## src/rtl/tpwm_regs.svh

```systemverilog
// Register offsets, field positions, reset values and timing constants of the PWM timer
`ifndef TPWM_REGS_SVH
`define TPWM_REGS_SVH
// Register word offsets (byte address = 4 * index)
`define TPWM_CTRL1_IDX 4'h0
`define TPWM_CTRL2_IDX 4'h1
`define TPWM_STAT_IDX 4'h2
`define TPWM_CAP1H_IDX 4'h3
`define TPWM_CAP1L_IDX 4'h4
`define TPWM_CMP1H_IDX 4'h5
`define TPWM_CMP1L_IDX 4'h6
`define TPWM_CMP2H_IDX 4'h7
`define TPWM_CMP2L_IDX 4'h8
`define TPWM_CNTH_IDX 4'h9
`define TPWM_CNTL_IDX 4'hA
`define TPWM_ACNTH_IDX 4'hB
`define TPWM_ACNTL_IDX 4'hC
`define TPWM_CAP2H_IDX 4'hD
`define TPWM_CAP2L_IDX 4'hE
// First control register fields
`define TPWM_C1_CIE 7
`define TPWM_C1_MIE 6
`define TPWM_C1_OIE 5
`define TPWM_C1_FL2 4
`define TPWM_C1_FL1 3
`define TPWM_C1_LV2 2
`define TPWM_C1_EDG1 1
`define TPWM_C1_LV1 0
// Second control register fields
`define TPWM_C2_PEN 7
`define TPWM_C2_PEN2 6
`define TPWM_C2_OPM 5
`define TPWM_C2_PWM 4
`define TPWM_C2_CCH 3
`define TPWM_C2_CCL 2
`define TPWM_C2_EDG2 1
`define TPWM_C2_XEDG 0
// Status fields
`define TPWM_S_CF1 7
`define TPWM_S_MF1 6
`define TPWM_S_OVF 5
`define TPWM_S_CF2 4
`define TPWM_S_MF2 3
`define TPWM_S_DIS 2
// Reset and fixed values
`define TPWM_CTRL_RST 8'h00
`define TPWM_CMP_RST 16'h8000
`define TPWM_CNT_RST 16'hFFFC
`define TPWM_PWM_START 16'hFFFC
`define TPWM_CNT_MAX 16'hFFFF
// Tick source codes
`define TPWM_CC_DIV4 2'b00
`define TPWM_CC_DIV2 2'b01
`define TPWM_CC_DIV8 2'b10
`define TPWM_CC_EXT 2'b11
`define TPWM_DIV2_MASK 3'h1
`define TPWM_DIV4_MASK 3'h3
`define TPWM_DIV8_MASK 3'h7
`endif

```

## src/rtl/tpwm_pkg.sv

```systemverilog
// Types shared by the PWM timer
`default_nettype none
package tpwm_pkg;
   typedef enum logic [1:0] {
      TPWM_RUN = 2'b00,
      TPWM_WAIT = 2'b01,
      TPWM_HALT = 2'b11
   } tpwm_pwr_t;
   typedef struct packed {
      logic [7:0] ctrl1;
      logic [7:0] ctrl2;
      logic dis;
      logic [15:0] cnt;
      logic [15:0] acnt;
      logic [2:0] pre;
      logic [15:0] cmp1_act;
      logic [15:0] cmp2_act;
      logic [15:0] cmp1_buf;
      logic [15:0] cmp2_buf;
      logic [7:0] hi_tmp;
      logic cmp1_inh;
      logic cmp2_inh;
      logic [15:0] cap1;
      logic [15:0] cap2;
      logic cf1;
      logic cf2;
      logic mf1;
      logic mf2;
      logic ovf;
      logic [4:0] stat_seen;
      logic arm1;
      logic arm2;
      logic cap1_d;
      logic cap2_d;
      logic ext_d;
      logic out_lvl;
      tpwm_pwr_t pwr;
      logic [31:0] rdata;
      logic rvalid;
   } tpwm_state_t;
endpackage
`default_nettype wire

```

## src/rtl/tpwm_timer.sv

```systemverilog
// 16-bit timer with PWM waveform mode, low-power behaviour and shared interrupt
`default_nettype none
`include "tpwm_regs.svh"
module tpwm_timer #(
   parameter bit REDUCED = 1'b0,
   parameter bit HAS_EXT_CLK = 1'b1
) (
   input wire logic ref_clk,
   input wire logic rst_b,
   input wire logic [5:0] avs_address,
   input wire logic avs_read,
   input wire logic avs_write,
   input wire logic [31:0] avs_writedata,
   input wire logic [3:0] avs_byteenable,
   output logic [31:0] avs_readdata,
   output logic avs_waitrequest,
   input wire logic capture_pin_one,
   input wire logic capture_pin_two,
   input wire logic ext_tick_pin,
   input wire logic irq_masked,
   input wire logic wait_req,
   input wire logic halt_req,
   input wire logic halt_wake_irq,
   output logic wave_out_pin,
   output logic wave_out_pin_oe_b,
   output logic timer_irq,
   output logic wake_from_wait
);
   tpwm_pkg::tpwm_state_t s_q, s_d;
   logic [3:0] idx;
   logic acc, rd, wr, pwm_on, tick, running, m1, m2, e1, e2, ext_edge;
   logic [7:0] rbyte;
   logic [4:0] irq_src;

   ////////////////////////////////////////////////////////////////////////////
   // Bus decode: word index, one-cycle waitrequest gives registered read data
   // Writes land only at the edge where waitrequest is low, so a held request never writes early
   assign idx = avs_address[5:2];
   assign acc = (avs_read | avs_write) & ~s_q.rvalid;
   assign rd = avs_read & ~s_q.rvalid;
   assign wr = avs_write & avs_byteenable[0] & s_q.rvalid;
   assign avs_waitrequest = (avs_read | avs_write) & ~s_q.rvalid;
   assign avs_readdata = s_q.rdata;

   // Mode, tick and match terms
   assign pwm_on = s_q.ctrl2[`TPWM_C2_PWM];
   assign running = (s_q.pwr != tpwm_pkg::TPWM_HALT) & ~s_q.dis;
   assign ext_edge = s_q.ctrl2[`TPWM_C2_XEDG] ? (ext_tick_pin & ~s_q.ext_d) : (~ext_tick_pin & s_q.ext_d);
   always_comb begin
      unique case (s_q.ctrl2[`TPWM_C2_CCH:`TPWM_C2_CCL])
         `TPWM_CC_DIV4: tick = s_q.pre[1:0] == `TPWM_DIV4_MASK;
         `TPWM_CC_DIV2: tick = s_q.pre[0] == `TPWM_DIV2_MASK;
         `TPWM_CC_DIV8: tick = s_q.pre == `TPWM_DIV8_MASK;
         `TPWM_CC_EXT: tick = HAS_EXT_CLK & ext_edge;
      endcase
   end
   assign m1 = tick & running & ~s_q.cmp1_inh & (s_q.cnt == s_q.cmp1_act);
   assign m2 = tick & running & ~s_q.cmp2_inh & (s_q.cnt == s_q.cmp2_act);
   // Capture edges; pin one is cut off in PWM mode
   assign e1 = ~pwm_on & (s_q.ctrl1[`TPWM_C1_EDG1] ? (capture_pin_one & ~s_q.cap1_d) :
               (~capture_pin_one & s_q.cap1_d));
   assign e2 = ~REDUCED & (s_q.ctrl2[`TPWM_C2_EDG2] ? (capture_pin_two & ~s_q.cap2_d) :
               (~capture_pin_two & s_q.cap2_d));

   ////////////////////////////////////////////////////////////////////////////
   // Shared interrupt line and wait wake-up
   assign irq_src = {s_q.cf1 & s_q.ctrl1[`TPWM_C1_CIE], s_q.cf2 & s_q.ctrl1[`TPWM_C1_CIE],
                     s_q.mf1 & s_q.ctrl1[`TPWM_C1_MIE], s_q.mf2 & s_q.ctrl1[`TPWM_C1_MIE],
                     s_q.ovf & s_q.ctrl1[`TPWM_C1_OIE]};
   assign timer_irq = (|irq_src) & ~irq_masked;
   assign wake_from_wait = timer_irq & (s_q.pwr == tpwm_pkg::TPWM_WAIT);
   assign wave_out_pin = s_q.out_lvl;
   assign wave_out_pin_oe_b = ~(s_q.ctrl2[`TPWM_C2_PEN] & ~s_q.dis);

   ////////////////////////////////////////////////////////////////////////////
   // Read mux of byte registers
   always_comb begin
      rbyte = 8'h00;
      unique case (idx)
         `TPWM_CTRL1_IDX: rbyte = s_q.ctrl1;
         `TPWM_CTRL2_IDX: rbyte = s_q.ctrl2;
         `TPWM_STAT_IDX: rbyte = {s_q.cf1, s_q.mf1, s_q.ovf, s_q.cf2, s_q.mf2, s_q.dis, 2'b00};
         `TPWM_CAP1H_IDX: rbyte = s_q.cap1[15:8];
         `TPWM_CAP1L_IDX: rbyte = s_q.cap1[7:0];
         `TPWM_CMP1H_IDX: rbyte = s_q.cmp1_buf[15:8];
         `TPWM_CMP1L_IDX: rbyte = s_q.cmp1_buf[7:0];
         `TPWM_CMP2H_IDX: rbyte = REDUCED ? 8'h00 : s_q.cmp2_buf[15:8];
         `TPWM_CMP2L_IDX: rbyte = REDUCED ? 8'h00 : s_q.cmp2_buf[7:0];
         `TPWM_CNTH_IDX: rbyte = s_q.cnt[15:8];
         `TPWM_CNTL_IDX: rbyte = s_q.cnt[7:0];
         `TPWM_ACNTH_IDX: rbyte = s_q.acnt[15:8];
         `TPWM_ACNTL_IDX: rbyte = s_q.acnt[7:0];
         `TPWM_CAP2H_IDX: rbyte = REDUCED ? 8'h00 : s_q.cap2[15:8];
         `TPWM_CAP2L_IDX: rbyte = REDUCED ? 8'h00 : s_q.cap2[7:0];
         default: rbyte = 8'h00;
      endcase
   end

   ////////////////////////////////////////////////////////////////////////////
   // Next-state logic
   always_comb begin
      s_d = s_q;
      s_d.rvalid = acc;
      s_d.rdata = rd ? {24'h00_0000, rbyte} : 32'h0000_0000;
      s_d.cap1_d = capture_pin_one;
      s_d.cap2_d = capture_pin_two;
      s_d.ext_d = ext_tick_pin;
      // Power state follows the core's requests
      if (halt_req) begin
         s_d.pwr = tpwm_pkg::TPWM_HALT;
      end else if (wait_req) begin
         s_d.pwr = tpwm_pkg::TPWM_WAIT;
      end else begin
         s_d.pwr = tpwm_pkg::TPWM_RUN;
      end
      // Prescaler frozen in halt or when disabled
      if (running) begin
         s_d.pre = s_q.pre + 3'h1;
      end
      // Counter: PWM reload on match two, else increment with wrap
      if (tick & running) begin
         s_d.cnt = s_q.cnt + 16'h0001;
         s_d.acnt = s_q.acnt + 16'h0001;
      end
      // Flag clear: status read marks armed flags, low-byte access clears them
      if (rd && idx == `TPWM_STAT_IDX) begin
         s_d.stat_seen = {s_q.cf1, s_q.mf1, s_q.ovf, s_q.cf2, s_q.mf2};
      end
      if (acc && idx == `TPWM_CAP1L_IDX && s_q.stat_seen[4]) begin
         s_d.cf1 = 1'b0;
         s_d.stat_seen[4] = 1'b0;
      end
      if (acc && idx == `TPWM_CMP1L_IDX && s_q.stat_seen[3]) begin
         s_d.mf1 = 1'b0;
         s_d.stat_seen[3] = 1'b0;
      end
      if (acc && idx == `TPWM_CNTL_IDX && s_q.stat_seen[2]) begin
         s_d.ovf = 1'b0;
         s_d.stat_seen[2] = 1'b0;
      end
      if (acc && idx == `TPWM_CAP2L_IDX && s_q.stat_seen[1]) begin
         s_d.cf2 = 1'b0;
         s_d.stat_seen[1] = 1'b0;
      end
      if (acc && idx == `TPWM_CMP2L_IDX && s_q.stat_seen[0]) begin
         s_d.mf2 = 1'b0;
         s_d.stat_seen[0] = 1'b0;
      end
      // Overflow set follows the clears so a same-cycle set wins
      if (tick && running && s_q.cnt == `TPWM_CNT_MAX && !pwm_on) begin
         s_d.ovf = 1'b1;
      end
      // Register writes; compare high byte inhibits until low byte lands
      if (wr) begin
         unique case (idx)
            `TPWM_CTRL1_IDX: s_d.ctrl1 = avs_writedata[7:0];
            `TPWM_CTRL2_IDX: s_d.ctrl2 = avs_writedata[7:0];
            `TPWM_STAT_IDX: s_d.dis = avs_writedata[`TPWM_S_DIS];
            `TPWM_CMP1H_IDX: begin
               s_d.cmp1_buf[15:8] = avs_writedata[7:0];
               s_d.cmp1_inh = 1'b1;
            end
            `TPWM_CMP1L_IDX: begin
               s_d.cmp1_buf[7:0] = avs_writedata[7:0];
               s_d.cmp1_inh = 1'b0;
            end
            `TPWM_CMP2H_IDX: begin
               s_d.cmp2_buf[15:8] = avs_writedata[7:0];
               s_d.cmp2_inh = 1'b1;
            end
            `TPWM_CMP2L_IDX: begin
               s_d.cmp2_buf[7:0] = avs_writedata[7:0];
               s_d.cmp2_inh = 1'b0;
            end
            `TPWM_CNTL_IDX: s_d.cnt = `TPWM_CNT_RST;
            `TPWM_ACNTL_IDX: s_d.acnt = `TPWM_CNT_RST;
            default: s_d.hi_tmp = s_q.hi_tmp;
         endcase
      end
      // Outside PWM the compare values are used as soon as written
      if (!pwm_on) begin
         s_d.cmp1_act = s_d.cmp1_buf;
         s_d.cmp2_act = s_d.cmp2_buf;
      end
      // Waveform generation
      if (pwm_on) begin
         if (m1) begin
            s_d.out_lvl = s_q.ctrl1[`TPWM_C1_LV1];
         end
         if (m2) begin
            s_d.out_lvl = s_q.ctrl1[`TPWM_C1_LV2];
            s_d.cnt = `TPWM_PWM_START;
            s_d.acnt = `TPWM_PWM_START;
            s_d.cmp1_act = s_q.cmp1_buf;
            s_d.cmp2_act = s_q.cmp2_buf;
            s_d.cf1 = 1'b1;
         end
      end else begin
         // Plain compare channels only outside PWM; single pulse is not built here
         if (m1) begin
            s_d.mf1 = 1'b1;
            if (s_q.ctrl2[`TPWM_C2_PEN]) begin
               s_d.out_lvl = s_q.ctrl1[`TPWM_C1_LV1];
            end
         end
         if (m2 && !REDUCED) begin
            s_d.mf2 = 1'b1;
         end
         if (s_q.ctrl1[`TPWM_C1_FL1]) begin
            s_d.out_lvl = s_q.ctrl1[`TPWM_C1_LV1];
         end
      end
      // Captures; in halt an edge only arms, wake-up completes it
      if (s_q.pwr == tpwm_pkg::TPWM_HALT) begin
         if (e1) begin
            s_d.arm1 = 1'b1;
         end
         if (e2) begin
            s_d.arm2 = 1'b1;
         end
         if (halt_wake_irq) begin
            s_d.pwr = tpwm_pkg::TPWM_RUN;
            if (s_q.arm1 | e1) begin
               s_d.cf1 = 1'b1;
               s_d.cap1 = s_q.cnt;
            end
            if (s_q.arm2 | e2) begin
               s_d.cf2 = 1'b1;
               s_d.cap2 = s_q.cnt;
            end
            s_d.arm1 = 1'b0;
            s_d.arm2 = 1'b0;
         end
      end else begin
         if (e1) begin
            s_d.cf1 = 1'b1;
            s_d.cap1 = s_q.cnt;
         end
         if (e2) begin
            s_d.cf2 = 1'b1;
            s_d.cap2 = s_q.cnt;
         end
      end
      if (REDUCED) begin
         s_d.cf2 = 1'b0;
         s_d.mf2 = 1'b0;
      end
   end

   ////////////////////////////////////////////////////////////////////////////
   // State register; reset restarts the counter from its reset value
   always_ff @(posedge ref_clk) begin
      if (!rst_b) begin
         s_q <= '0;
         s_q.ctrl1 <= `TPWM_CTRL_RST;
         s_q.ctrl2 <= `TPWM_CTRL_RST;
         s_q.cnt <= `TPWM_CNT_RST;
         s_q.acnt <= `TPWM_CNT_RST;
         s_q.cmp1_buf <= `TPWM_CMP_RST;
         s_q.cmp2_buf <= `TPWM_CMP_RST;
         s_q.cmp1_act <= `TPWM_CMP_RST;
         s_q.cmp2_act <= `TPWM_CMP_RST;
         // Edge detectors start at the pin level so no false edge follows reset
         s_q.cap1_d <= capture_pin_one;
         s_q.cap2_d <= capture_pin_two;
         s_q.ext_d <= ext_tick_pin;
      end else begin
         s_q <= s_d;
      end
   end
endmodule
`default_nettype wire

```

## config.mk

```make
export PLATFORM = sky130hd
export DESIGN_NAME = tpwm_timer
export DESIGN_NICKNAME = d
export VERILOG_FILES = /design/src/rtl/tpwm_pkg.sv /design/src/rtl/tpwm_timer.sv
export VERILOG_INCLUDE_DIRS = /design/src /design/src/rtl
export SDC_FILE = /design/constraint.sdc
export NUM_CORES = 1
export LEC_CHECK = 0
export BUFFER_PORTS_ARGS = -buffer_cell sky130_fd_sc_hd__buf_4
export CAP_MARGIN = 20
export CORE_MARGIN = 2
export CORE_UTILIZATION = 35
export DETAILED_ROUTE_END_ITERATION = 8
export GPL_TIMING_DRIVEN = 0
export PLACE_DENSITY = 0.63
export RECOVER_POWER = 25
export SLEW_MARGIN = 20
export SYNTH_ARGS = -nofsm -noshare
export SYNTH_HDL_FRONTEND = slang
export SYNTH_SLANG_ARGS = --single-unit
```

## constraint.sdc

```tcl
create_clock -name ref_clk -period 2.82 [get_ports ref_clk]
set_clock_uncertainty 0.2 [all_clocks]
set_input_delay 0.282 -clock ref_clk [delete_from_list [all_inputs] [get_ports ref_clk]]
set_output_delay 0.282 -clock ref_clk [all_outputs]
set_load 0.03 [all_outputs]
```

==> summary.txt, run 1 <==
Status
  • Run status: finished clean

Logic synthesis
  • Yosys top cell by area: dfxtp_1
  • Simple-gate portion of the synthesized area: 0.1847
  • Mux share of post-synthesis cell area: 0.1480
  • Ys async rst share: 0
  • Dominant cells by area after synthesis: dfxtp_1 41%, mux2i_1 13%, nor2_1 4.6%
  • Main synth FF type: dfxtp_1
  • Largest family of logic cells by synthesized area: simple AND/OR/NAND/NOR gates
  • Cells after Synth: 966
  • Ys Warns: 0
  • Synth unique cells: 66
  • Synthesized area: between 0.008 and 0.009 mm^2
  • Post-synth EDFFs: 0
  • Syn avg cell area: about 9.0 um^2
  • Post-Synth Adder-Cell Area: 0.005754
  • Post-Synth XOR/XNOR Area: 0.05639
  • Seq cells post-synth: 177
  • Share of the synthesized area in the top cell type: 0.4074
  • Sequential share of the synthesized area: 0.4074
  • Compound-cell area share of the yosys netlist: 0.1305

Die
  • Io pins: 90
  • DIE WIDTH: around 160 um
  • Die Y: 161.6 um
  • Die ar.: 0.02613 mm^2
  • Core area: 0.02439 mm^2
  • Starting Density: 0.3566
  • Row Count: 57

Placed design
  • PortBufs: 33
  • Dpl ws: -0.07696 ns
  • RePlAce Congestion: roughly 1.0
  • Hpwl dp: roughly 22000 um

Run
  • MaxCap Viol Count: 0

GRT
  • Number of global-route vias before repair: 7124
  • Pin count of the biggest net entering global routing: 17
  • Gr usage total: 0.2372
  • Initial antenna violation count: 1
  • Grt ovf: 0
  • Wire length of the first global-routing pass: approximately 46000 um

Critical path
  • CP max stage delay: 0.80 ns
  • Most used cell, CP: nand4_1
  • Crit. End Element: flip-flop
  • Worst-path maximum fanout: 10
  • Worst Path Class, Setup: reg -> reg
  • Crit path DAT: about 2.9 ns
  • Required time worst endpoint: 3.00 ns
  • Startpoint Class: flip-flop
  • Crit-path cells: xnor2_1, nand4_1, nor3_1, nand4_1, o311a_4, clkbuf_2, nand3_1
  • Crit-path slowest cell: dfxtp_1

Timing
  • Period utilisation layout: 0.9673
  • Max-slew violations: 0
  • Least-Margin Pin Slew: between 1 and 1.5 ns
  • RSZ-0062 raised after global routing: no
  • F_max: roughly 370 MHz
  • Setup WS post-layout: ~0.092 ns
  • Post-route minimum period: roughly 2.7 ns
  • Setup_tns: 0 ns
  • Final hold viol count: 0
  • WHS: roughly 0.049 ns
  • Final setup viols: 0
  • Slew headroom: 0.2888

Layout
  • Area growth syn-to-layout: 16.10%
  • Fraction of layout cells with a size suffix above 1: 0.1140
  • Final nets: roughly 1100
  • Diode count: 0
  • Post-layout util: 0.4140

Detailed routing
  • Via count: 7741
  • Drt via density: between 5 and 6
  • DRC Markers: 0
  • Routed len/inst: between 20 and 25 um
  • TritonRoute pass-1 iters: 8
  • Detail Route Antenna Nets: 0
  • Final wirelength: approximately 31000 um
  • Iteration-0 DRC Markers: between 900 and 1000

Clock network
  • Clock sinks: ~180
  • Clock Path Buffers: 2
  • Clock latency on the worst-skew pair: about 0.45 ns
  • Htree depth: 4
  • CTS tree: done
  • Clock root buffer: clkbuf_16
  • TritonCTS Buffers: 17
  • Worst-path clk slew: around 0.08 ns

Pwr
  • Worst ir drop on vdd: around 0.32 mV
  • Leakage Power: between 3 and 4 nW
  • Power per standard cell area: between 500 and 600 mW/mm^2

Hold path
  • Hold Path Class: in -> reg
-- metrics by stage --
stage,area (um^2),cells,power (mW)
detailed placement,9438,1346,3.128
finish,10100,1385,5.396
floorplan,8785,989,2.960
CTS,10170,1393,5.403
global placement,9438,1346,3.127
global route,10100,1385,5.543
-- synth_stat cells, types with 3 or more instances --
cell / n
nor2_4: 3
buf_4: 34
nor3_1: 9
a32o_1: 6
mux2_2: 7
nand4_1: 22
dfxtp_1: 177
mux4_2: 3
nor2b_1: 7
a22oi_1: 13
xnor2_1: 38
a2bb2oi_1: 33
and3_1: 14
a222oi_1: 4
nand2b_1: 5
a21oi_1: 39
xor2_1: 18
buf_2: 9
o21ai_1: 3
buf_6: 4
nor2_1: 106
mux2i_1: 114
ha_1: 4
and2_1: 7
o22ai_1: 5
nand2_1: 94
or3_1: 3
o21ai_0: 17
a22o_1: 7
a31oi_1: 9
inv_1: 3
nand3b_1: 3
buf_1: 10
nand3_1: 46
clkbuf_1: 48
-- where the power goes --
group          leakage (nW)  internal, mW  switching [mW]
logic                  2.11         0.182           0.335
clock network         0.266          1.20            1.09
registers              1.44          2.55          0.0359
total                  3.81          3.93            1.46
-- area by class of cell --
class	count	area, um^2
clock buffers	21	460.4
clock inverters	11	96.34
plain buffers	93	519.2
multi-input cells	702	4677
inverters	5	18.77
fillers	2466	14290
flip-flops and latches	177	3543
repair buffers	52	377.9
well taps	324	405.4
-- worst paths after layout --
check             startpoint  cells after the start  slack [ns]        to
hold / removal         rst_b                      2        0.05  s_q[108]
setup / recovery    s_q[190]                      7        0.09  s_q[172]
hold reg to reg     s_q[159]                      2        0.27  s_q[159]
setup reg to reg    s_q[190]                      7        0.09  s_q[172]
-- registers in the layout, summed over array words and instances, names as in the netlist --
name and flops:
s_q 167, pwm_on 1, avs_readdata 8, wave_out_pin 1
-- worst max-delay path, delay by kind of cell, from the launching register on --
| family | cells | cell delay (ns) |
|---|---|---|
| buffers and inverters | 1 | 0.22 |
| xor gates and xnor gates | 1 | 0.19 |
| DFF | 1 | 0.80 |
| and+or+nand+nor | 4 | 0.95 |
| AOI/OAI and AO/OA | 1 | 0.31 |
-- cells in the final DEF (no fill, tap or decap), types with 4 or more instances in the layout --
cell           synthesis  routed
a21oi_1               39      39
a222oi_1               4       4
a22o_1                 7       7
a22oi_1               13      13
a2bb2oi_1             33      33
a31oi_1                9       9
a32o_1                 6       6
and2_1                 7       7
and3_1                14      14
buf_1                 10       5
buf_2                  9       7
buf_4                 34      49
buf_6                  4       4
clkbuf_1              48      58
clkbuf_16              0      17
conb_1                 1      24
dfxtp_1              177     177
dlygate4sd3_1          0      19
ha_1                   4       4
mux2_2                 7       7
mux2i_1              114     114
nand2_1               94      94
nand2b_1               5       5
nand3_1               46      46
nand4_1               22      22
nor2_1               106     106
nor2b_1                7       7
nor3_1                 9       9
o21ai_0               17      17
o22ai_1                5       5
xnor2_1               38      38
xor2_1                18      18
-- timing repair --
item / CTS / global route
setup buffers: 0 / 0
setup endpoints to repair: 20 / 22
hold buffers: 19 / 0
hold endpoints to repair: 25 / 0
gates resized for setup: 2 / 4
-- cells by family (layout without fill, tap and decap cells) --
kind of cell / after synthesis / after routing
XOR/XNOR: 56 / 56
other: 1 / 24
adder cells (fa/ha/maj): 4 / 4
flip-flops: 177 / 177
AND/OR/NAND/NOR: 335 / 335
multiplexers: 124 / 124
buffers and inverters: 110 / 182
AO/OA/AOI/OAI: 159 / 159
-- routing by layer --
layer,vias up,routed length (um),GRT usage
met5,-,19,0
met4,2,917,0.08286
met3,76,3052,0.05650
met2,362,13280,0.3508
met1,3756,13690,0.3372
li1,3545,-,-
(Power assumes the default switching activity.)
==> run 2: changes to the inputs <==
--- a/config.mk
+++ b/config.mk
@@ -8,11 +8,13 @@
 export LEC_CHECK = 0
 export BUFFER_PORTS_ARGS = -buffer_cell sky130_fd_sc_hd__buf_4
 export CAP_MARGIN = 20
+export CELL_PAD_IN_SITES_DETAIL_PLACEMENT = 2
+export CELL_PAD_IN_SITES_GLOBAL_PLACEMENT = 2
 export CORE_MARGIN = 2
 export CORE_UTILIZATION = 35
 export DETAILED_ROUTE_END_ITERATION = 8
 export GPL_TIMING_DRIVEN = 0
-export PLACE_DENSITY = 0.63
+export PLACE_DENSITY = 0.88
 export RECOVER_POWER = 25
 export SLEW_MARGIN = 20
 export SYNTH_ARGS = -nofsm -noshare
==> run 2 against run 1 <==
The flow now finishes with violations (setup timing). Sequential share of layout area is 0.11 points lower. Global-route usage rose by 6.7 points. Critical path depth is 2 lower. Die area stayed put. Setup slack lost 0.094 ns. Worst hold slack worse by 0.022 ns. Final cell count decreased by 0.29%. Clock-buffer cell count down 4. Non-clock buffer count fell by 4. Sequential cell count stayed put. Highest routed layer is now met4.
==> summary.txt, run 2 (synthesis gave the netlist of run 1 again) <==
Status
  • Run status: complete, but fails checks
  • Failing checks: setup timing

Detailed routing
  • DRC Markers: 0 (unchanged)
  • Final wirelength: 39710 um (+28%)
  • Drt via density: 6.062 (+8.5%)
  • Via count: 8372 (+8.2%)
  • TritonRoute pass-1 iters: 7 (-1)
  • Routed len/inst: 28.75 um (+29%)
  • Detail Route Antenna Nets: 0 (unchanged)
  • Iteration-0 DRC Markers: 1015 (+9.7%)

Layout
  • Fill count: 2689 (+9.0%)
  • Register area: 0.003557 mm^2 (+0.39%)
  • Final nets: 1101 (-0.36%)
  • Diode count: 0 (unchanged)
  • Commonest cells after routing, fill and taps aside: 166 x dfxtp_1, 113 x mux2i_1, 105 x nor2_1
  • Final std cells w/o fill: 1381 (-0.29%)
  • Area growth syn-to-layout: 16.92%
  • Fraction of layout cells with a size suffix above 1: 0.1343 (+0.02030)
  • Most flop-heavy register: s_q
  • Area of the multi-input gates: 0.004684 mm^2 (+0.16%)
  • Max reg flops: 167 (unchanged)
  • Most common cell after layout, fill and taps aside: dfxtp_1

Pwr
  • Sw Pwr: 1.647 mW (+13%)
  • Sequential Power Share: 0.452 (-0.027)
  • Total Power: 5.730 mW (+6.2%)
  • Worst ir drop on vdd: 0.3487 mV (+10%)
  • Comb pwr share: 0.096 (about the same)
  • Clock power share: 0.452 (+0.027)
  • Leakage Power: 3.833 nW (+0.60%)
  • Power per standard cell area: 563.5 mW/mm^2 (+5.5%)
  • P_int: 4.083 mW (+3.8%)
  • Sw frac: 0.2875 (+0.01656)

Die
  • Starting Density: 0.3566 (unchanged)
  • Row Count: 57 (unchanged)
  • Die Y: 161.6 um (unchanged)
  • Die ar.: 0.02613 mm^2 (unchanged)
  • DIE WIDTH: 161.6 um (unchanged)
  • Io pins: 90 (unchanged)
  • Core area: 0.02439 mm^2 (unchanged)

Critical path
  • Crit. End Element: flip-flop
  • Reg2reg path depth: 5 (-2)
  • Worst Path Class, Setup: reg -> reg
  • Worst-path maximum fanout: 10 (unchanged)
  • Startpoint Class: flip-flop
  • Crit path DAT: 2.99 ns (+0.08 ns)
  • Crit path launch: pwm_on
  • Reg2Reg Launch Point: pwm_on
  • Required time worst endpoint: 2.99 ns (about the same)

GRT
  • Pin count of the biggest net entering global routing: 20 (+3)
  • Number of global-route vias before repair: 8792 (+23%)
  • Initial antenna violation count: 0 (-1)
  • Wire length of the first global-routing pass: 58620 um (+29%)
  • Gr usage total: 0.3045 (+0.06731)
  • Grt ovf: 0 (unchanged)

Placed design
  • RePlAce Congestion: 0.9899 (-0.88%)
  • Inst Count DP: 1346 (unchanged)
  • Dpl ws: -0.2371 ns (-0.1602 ns)
  • Hpwl dp: 27070 um (+21%)
  • PortBufs: 33 (unchanged)

Clock network
  • Clock root buffer: clkbuf_16
  • TritonCTS Buffers: 17 (unchanged)
  • CTS tree: done
  • Worst-path clk slew: 0.08 ns (about the same)
  • Clock latency on the worst-skew pair: 0.46 ns (about the same)
  • Htree depth: 4 (unchanged)
  • Clock sinks: 177 (unchanged)
  • Clock Path Buffers: 2 (unchanged)

Timing
  • Setup_tns: -0.001921 ns (-0.001921 ns)
  • Final hold viol count: 0 (unchanged)
  • Final setup viols: 1 (+1)
  • WHS: 0.02685 ns (-0.02231 ns)
  • Max-slew violations: 0 (unchanged)
  • Least-Margin Pin Slew: 0.8660 ns (-0.1970 ns)
  • Setup WS post-layout: -0.001921 ns (-0.09412 ns)
  • F_max: 354.4 MHz (-3.3%)
  • Period utilisation layout: 1.001 (+0.03338)
  • Slew headroom: 0.4227 (+0.1339)
  • Post-route minimum period: 2.822 ns (+0.09412 ns)

Hold path
  • Hold Crit Start: halt_wake_irq
  • Hold Path Class: in -> reg
  • Hold path depth: 4 (+2)

Run
  • MaxCap Viol Count: 0 (unchanged)
## run 2: final timing paths
| check | to | slack, ns |
|---|---|---|
| worst max-delay path | s_q[155] | -0.002 |
| worst min-delay path | s_q[33] | 0.03 |
| worst max register to register | s_q[155] | -0.002 |
| worst min register to register | s_q[40] | 0.27 |
## run 2: critical path: stages, from the launching register on
cell and delay [ns]:
dfxtp_1 0.48, clkbuf_1 0.57, inv_1 0.39, nor2_1 0.29, clkbuf_1 0.49, a2bb2oi_1 0.29
## run 2: per-layer routing
layer  wire length (um)  up-vias  part of all wire  global-route usage
met5                  0        -                 0                   0
met4               1715        0             0.043              0.1323
met2              18440      449              0.46              0.4963
met3               3394      129             0.085             0.06908
met1              16160     4269              0.41              0.3872
li1                   -     3525                 -                   -
## run 2: cell type report
cell class                      instances  share of cell area
Timing Repair Buffer                   51             0.03592
Clock buffer                           17             0.04183
Clock inverter                         15             0.01858
Sequential cell                       177              0.3498
Multi-Input combinational cell        702              0.4606
Inverter                                5            0.001845
Buffer                                 90             0.05155
Tap cell                              324             0.03986
## run 2: stage by stage
stage | utilization | area, um^2
final | 0.4169 | 10170
after global routing | 0.4169 | 10170
after CTS | 0.4186 | 10210
after detailed placement | 0.3869 | 9438
after global placement | 0.3869 | 9438
after floorplan | - | 8785
## run 2: what timing repair did
action                                 4_1_cts  5_1_grt
setup buffers                                0        1
resized for setup                           15       12
endpoints found under the hold margin       22        0
pin swaps                                    0        0
hold buffers                                17        0
setup endpoints to repair                   73       58
## run 2: power by group through the flow
stage | clock (mW) | combinational, mW | sequential (mW)
6_report | 2.59 | 0.550 | 2.59
5_1_grt | 2.67 | 0.575 | 2.60
4_1_cts | 2.59 | 0.535 | 2.59
3_5_place_dp | 0 | 0.507 | 2.65
3_3_place_gp | 0 | 0.490 | 2.64
2_1_floorplan | 0 | 0.330 | 2.63
==> run 3: changes to the inputs <==
--- a/config.mk
+++ b/config.mk
@@ -11,10 +11,10 @@
 export CELL_PAD_IN_SITES_DETAIL_PLACEMENT = 2
 export CELL_PAD_IN_SITES_GLOBAL_PLACEMENT = 2
 export CORE_MARGIN = 2
-export CORE_UTILIZATION = 35
+export CORE_UTILIZATION = 30
 export DETAILED_ROUTE_END_ITERATION = 8
 export GPL_TIMING_DRIVEN = 0
-export PLACE_DENSITY = 0.88
+export PLACE_DENSITY = 0.78
 export RECOVER_POWER = 25
 export SLEW_MARGIN = 20
 export SYNTH_ARGS = -nofsm -noshare
==> run 3 against run 2 <==
Global-route usage is 6.0 points lower. The run now ends clean. Largest power group unchanged. Critical endpoint is now s_q[142]. Register-to-register slack better by 0.11 ns. Sequential power hardly changed. Clock-buffer cell count stayed put.
==> summary.txt, run 3 (synthesis gave the netlist of run 1 again) <==
Status
  • Run status: finished clean

Timing
  • Slew headroom: 0.4086 (-0.01409)
  • RSZ-0062 raised after global routing: no
  • F_max: 368.4 MHz (+4.0%)
  • Max-slew violations: 0 (unchanged)
  • Period utilisation layout: 0.9624 (-0.03824)
  • Post-route minimum period: 2.714 ns (-0.1078 ns)
  • Final setup viols: 0 (-1)
  • Final hold viol count: 0 (unchanged)
  • Least-Margin Pin Slew: 0.8838 ns (+0.01788 ns)
  • Setup_tns: 0 ns (+0.001921 ns)
  • Setup WS post-layout: 0.1059 ns (+0.1078 ns)

Die
  • Core area: 0.02863 mm^2 (+17%)
  • DIE WIDTH: 174.3 um (+7.8%)
  • Row Count: 62 (+8.8%)
  • Starting Density: 0.3039 (-0.05275)
  • Io pins: 90 (unchanged)
  • Die ar.: 0.03037 mm^2 (+16%)
  • Die Y: 174.3 um (+7.8%)

Detailed routing
  • Iteration-0 DRC Markers: 746 (-27%)
  • TritonRoute pass-1 iters: 6 (-1)
  • Final wirelength: 36730 um (-7.5%)
  • DRC Markers: 0 (unchanged)
  • Detail Route Antenna Nets: 0 (unchanged)
  • Drt via density: 5.487 (-9.5%)
  • Routed len/inst: 25.40 um (-12%)
  • Via count: 7934 (-5.2%)

Layout
  • Final nets: 1106 (+0.45%)
  • Area growth syn-to-layout: 17.39%
  • Post-layout util: 0.3567 (-0.06023)
  • Fill count: 3185 (+18%)
  • Most common cell after layout, fill and taps aside: dfxtp_1
  • Commonest cells after routing, fill and taps aside: 168 x dfxtp_1, 113 x mux2i_1, 105 x nor2_1
  • Final std cells w/o fill: 1446 (+4.7%)
  • Diode count: 0 (unchanged)
  • Fraction of layout cells with a size suffix above 1: 0.1281 (-0.006282)
  • Max reg flops: 167 (unchanged)
  • Most flop-heavy register: s_q
  • Area of the multi-input gates: 0.004658 mm^2 (-0.56%)
  • Register area: 0.003555 mm^2 (about the same)

Run
  • MaxCap Viol Count: 0 (unchanged)

GRT
  • Gr usage total: 0.2441 (-0.06043)
  • Number of global-route vias before repair: 8157 (-7.2%)
  • Pin count of the biggest net entering global routing: 20 (unchanged)
  • Initial antenna violation count: 1 (+1)
  • Grt ovf: 0 (unchanged)
  • Wire length of the first global-routing pass: 54590 um (-6.9%)

Pwr
  • Power per standard cell area: 544.3 mW/mm^2 (-3.4%)
  • Worst ir drop on vdd: 0.4284 mV (+23%)
  • Total Power: 5.558 mW (-3.0%)
  • Leakage Power: 3.839 nW (+0.15%)

Critical path
  • Critical path capture point: s_q[142]
  • Reg2reg path depth: 5 (unchanged)
  • Reg2Reg Launch Point: pwm_on
  • Startpoint Class: flip-flop
  • Worst-path maximum fanout: 10 (unchanged)
  • R2R Setup Slk: 0.11 ns (+0.11 ns)
  • Crit. End Element: flip-flop
  • Crit path DAT: 2.89 ns (-0.10 ns)
  • Worst Path Class, Setup: reg -> reg
  • Crit path launch: pwm_on
  • RR Endpoint: s_q[142]
  • Required time worst endpoint: 3.00 ns (about the same)

Clock network
  • Worst-path clk slew: 0.08 ns (about the same)
  • Clock sinks: 177 (unchanged)
  • TritonCTS Buffers: 17 (unchanged)
  • Clock Path Buffers: 2 (unchanged)
  • Clock latency on the worst-skew pair: 0.47 ns (about the same)
  • Htree depth: 4 (unchanged)
  • CTS tree: done
  • Clock root buffer: clkbuf_16

Hold path
  • Hold Path Class: in -> reg

Placed design
  • RePlAce Congestion: 0.9378 (-5.3%)
  • Hpwl dp: 26760 um (-1.1%)
  • PortBufs: 33 (unchanged)
  • Dpl ws: -0.2265 ns (+0.01060 ns)
  • Inst Count DP: 1406 (+4.5%)
run 3: power by group:
part	switching, mW	internal [mW]
clock	1.24	1.19
combinational	0.354	0.183
sequential	0.0385	2.55
run 3: cell type report:
class	count	area share
Clock buffer	17	0.04166
Inverter	5	0.001838
Sequential cell	177	0.3481
Buffer	92	0.05097
Clock inverter	15	0.01544
Tap cell	384	0.04705
Timing Repair Buffer	54	0.03872
Multi-Input combinational cell	702	0.4562
run 3: metal layers:
| metal | GRT usage | vias to the layer above | part of all wire |
|---|---|---|---|
| li1 | - | 3541 | - |
| met1 | 0.3319 | 4055 | 0.45 |
| met2 | 0.3872 | 279 | 0.46 |
| met3 | 0.04987 | 59 | 0.069 |
| met4 | 0.07738 | 0 | 0.023 |
| met5 | 0 | - | 0 |
run 3: how the worst min path moves through the flow:
stage | depth (start not counted) | startpoint | end | slack [ns]
final | 5 | capture_pin_two | s_q[39] | 0.27
after global routing | 5 | capture_pin_two | s_q[39] | 0.29
after CTS | 5 | capture_pin_two | s_q[39] | 0.19
after detailed placement | 1 | capture_pin_one | s_q[38] | 0.21
after global placement | 1 | capture_pin_two | s_q[37] | 0.20
after floorplan | 0 | ext_tick_pin | s_q[36] | 0.11
run 3: worst max-delay path, stage by stage, from the launching register on:
cell and delay [ns]:
dfxtp_1 0.44, clkbuf_1 0.56, inv_1 0.41, nor2_1 0.27, clkbuf_1 0.47, a2bb2oi_1 0.27
run 3: what timing repair did:
item	in CTS	in global routing
gates cloned	0	0
gates resized for setup	4	14
setup buffers	0	1
setup endpoints to repair	53	49
hold buffers	20	0
hold endpoints to repair	26	0
run 3: per-stage QoR:
stage               hold WS, ns  instance area, um^2
global placement         0.2017                 9513
global route             0.2949                10210
finish                   0.2683                10210
CTS                      0.1870                10260
floorplan                0.1097                 8785
detailed placement       0.2089                 9513
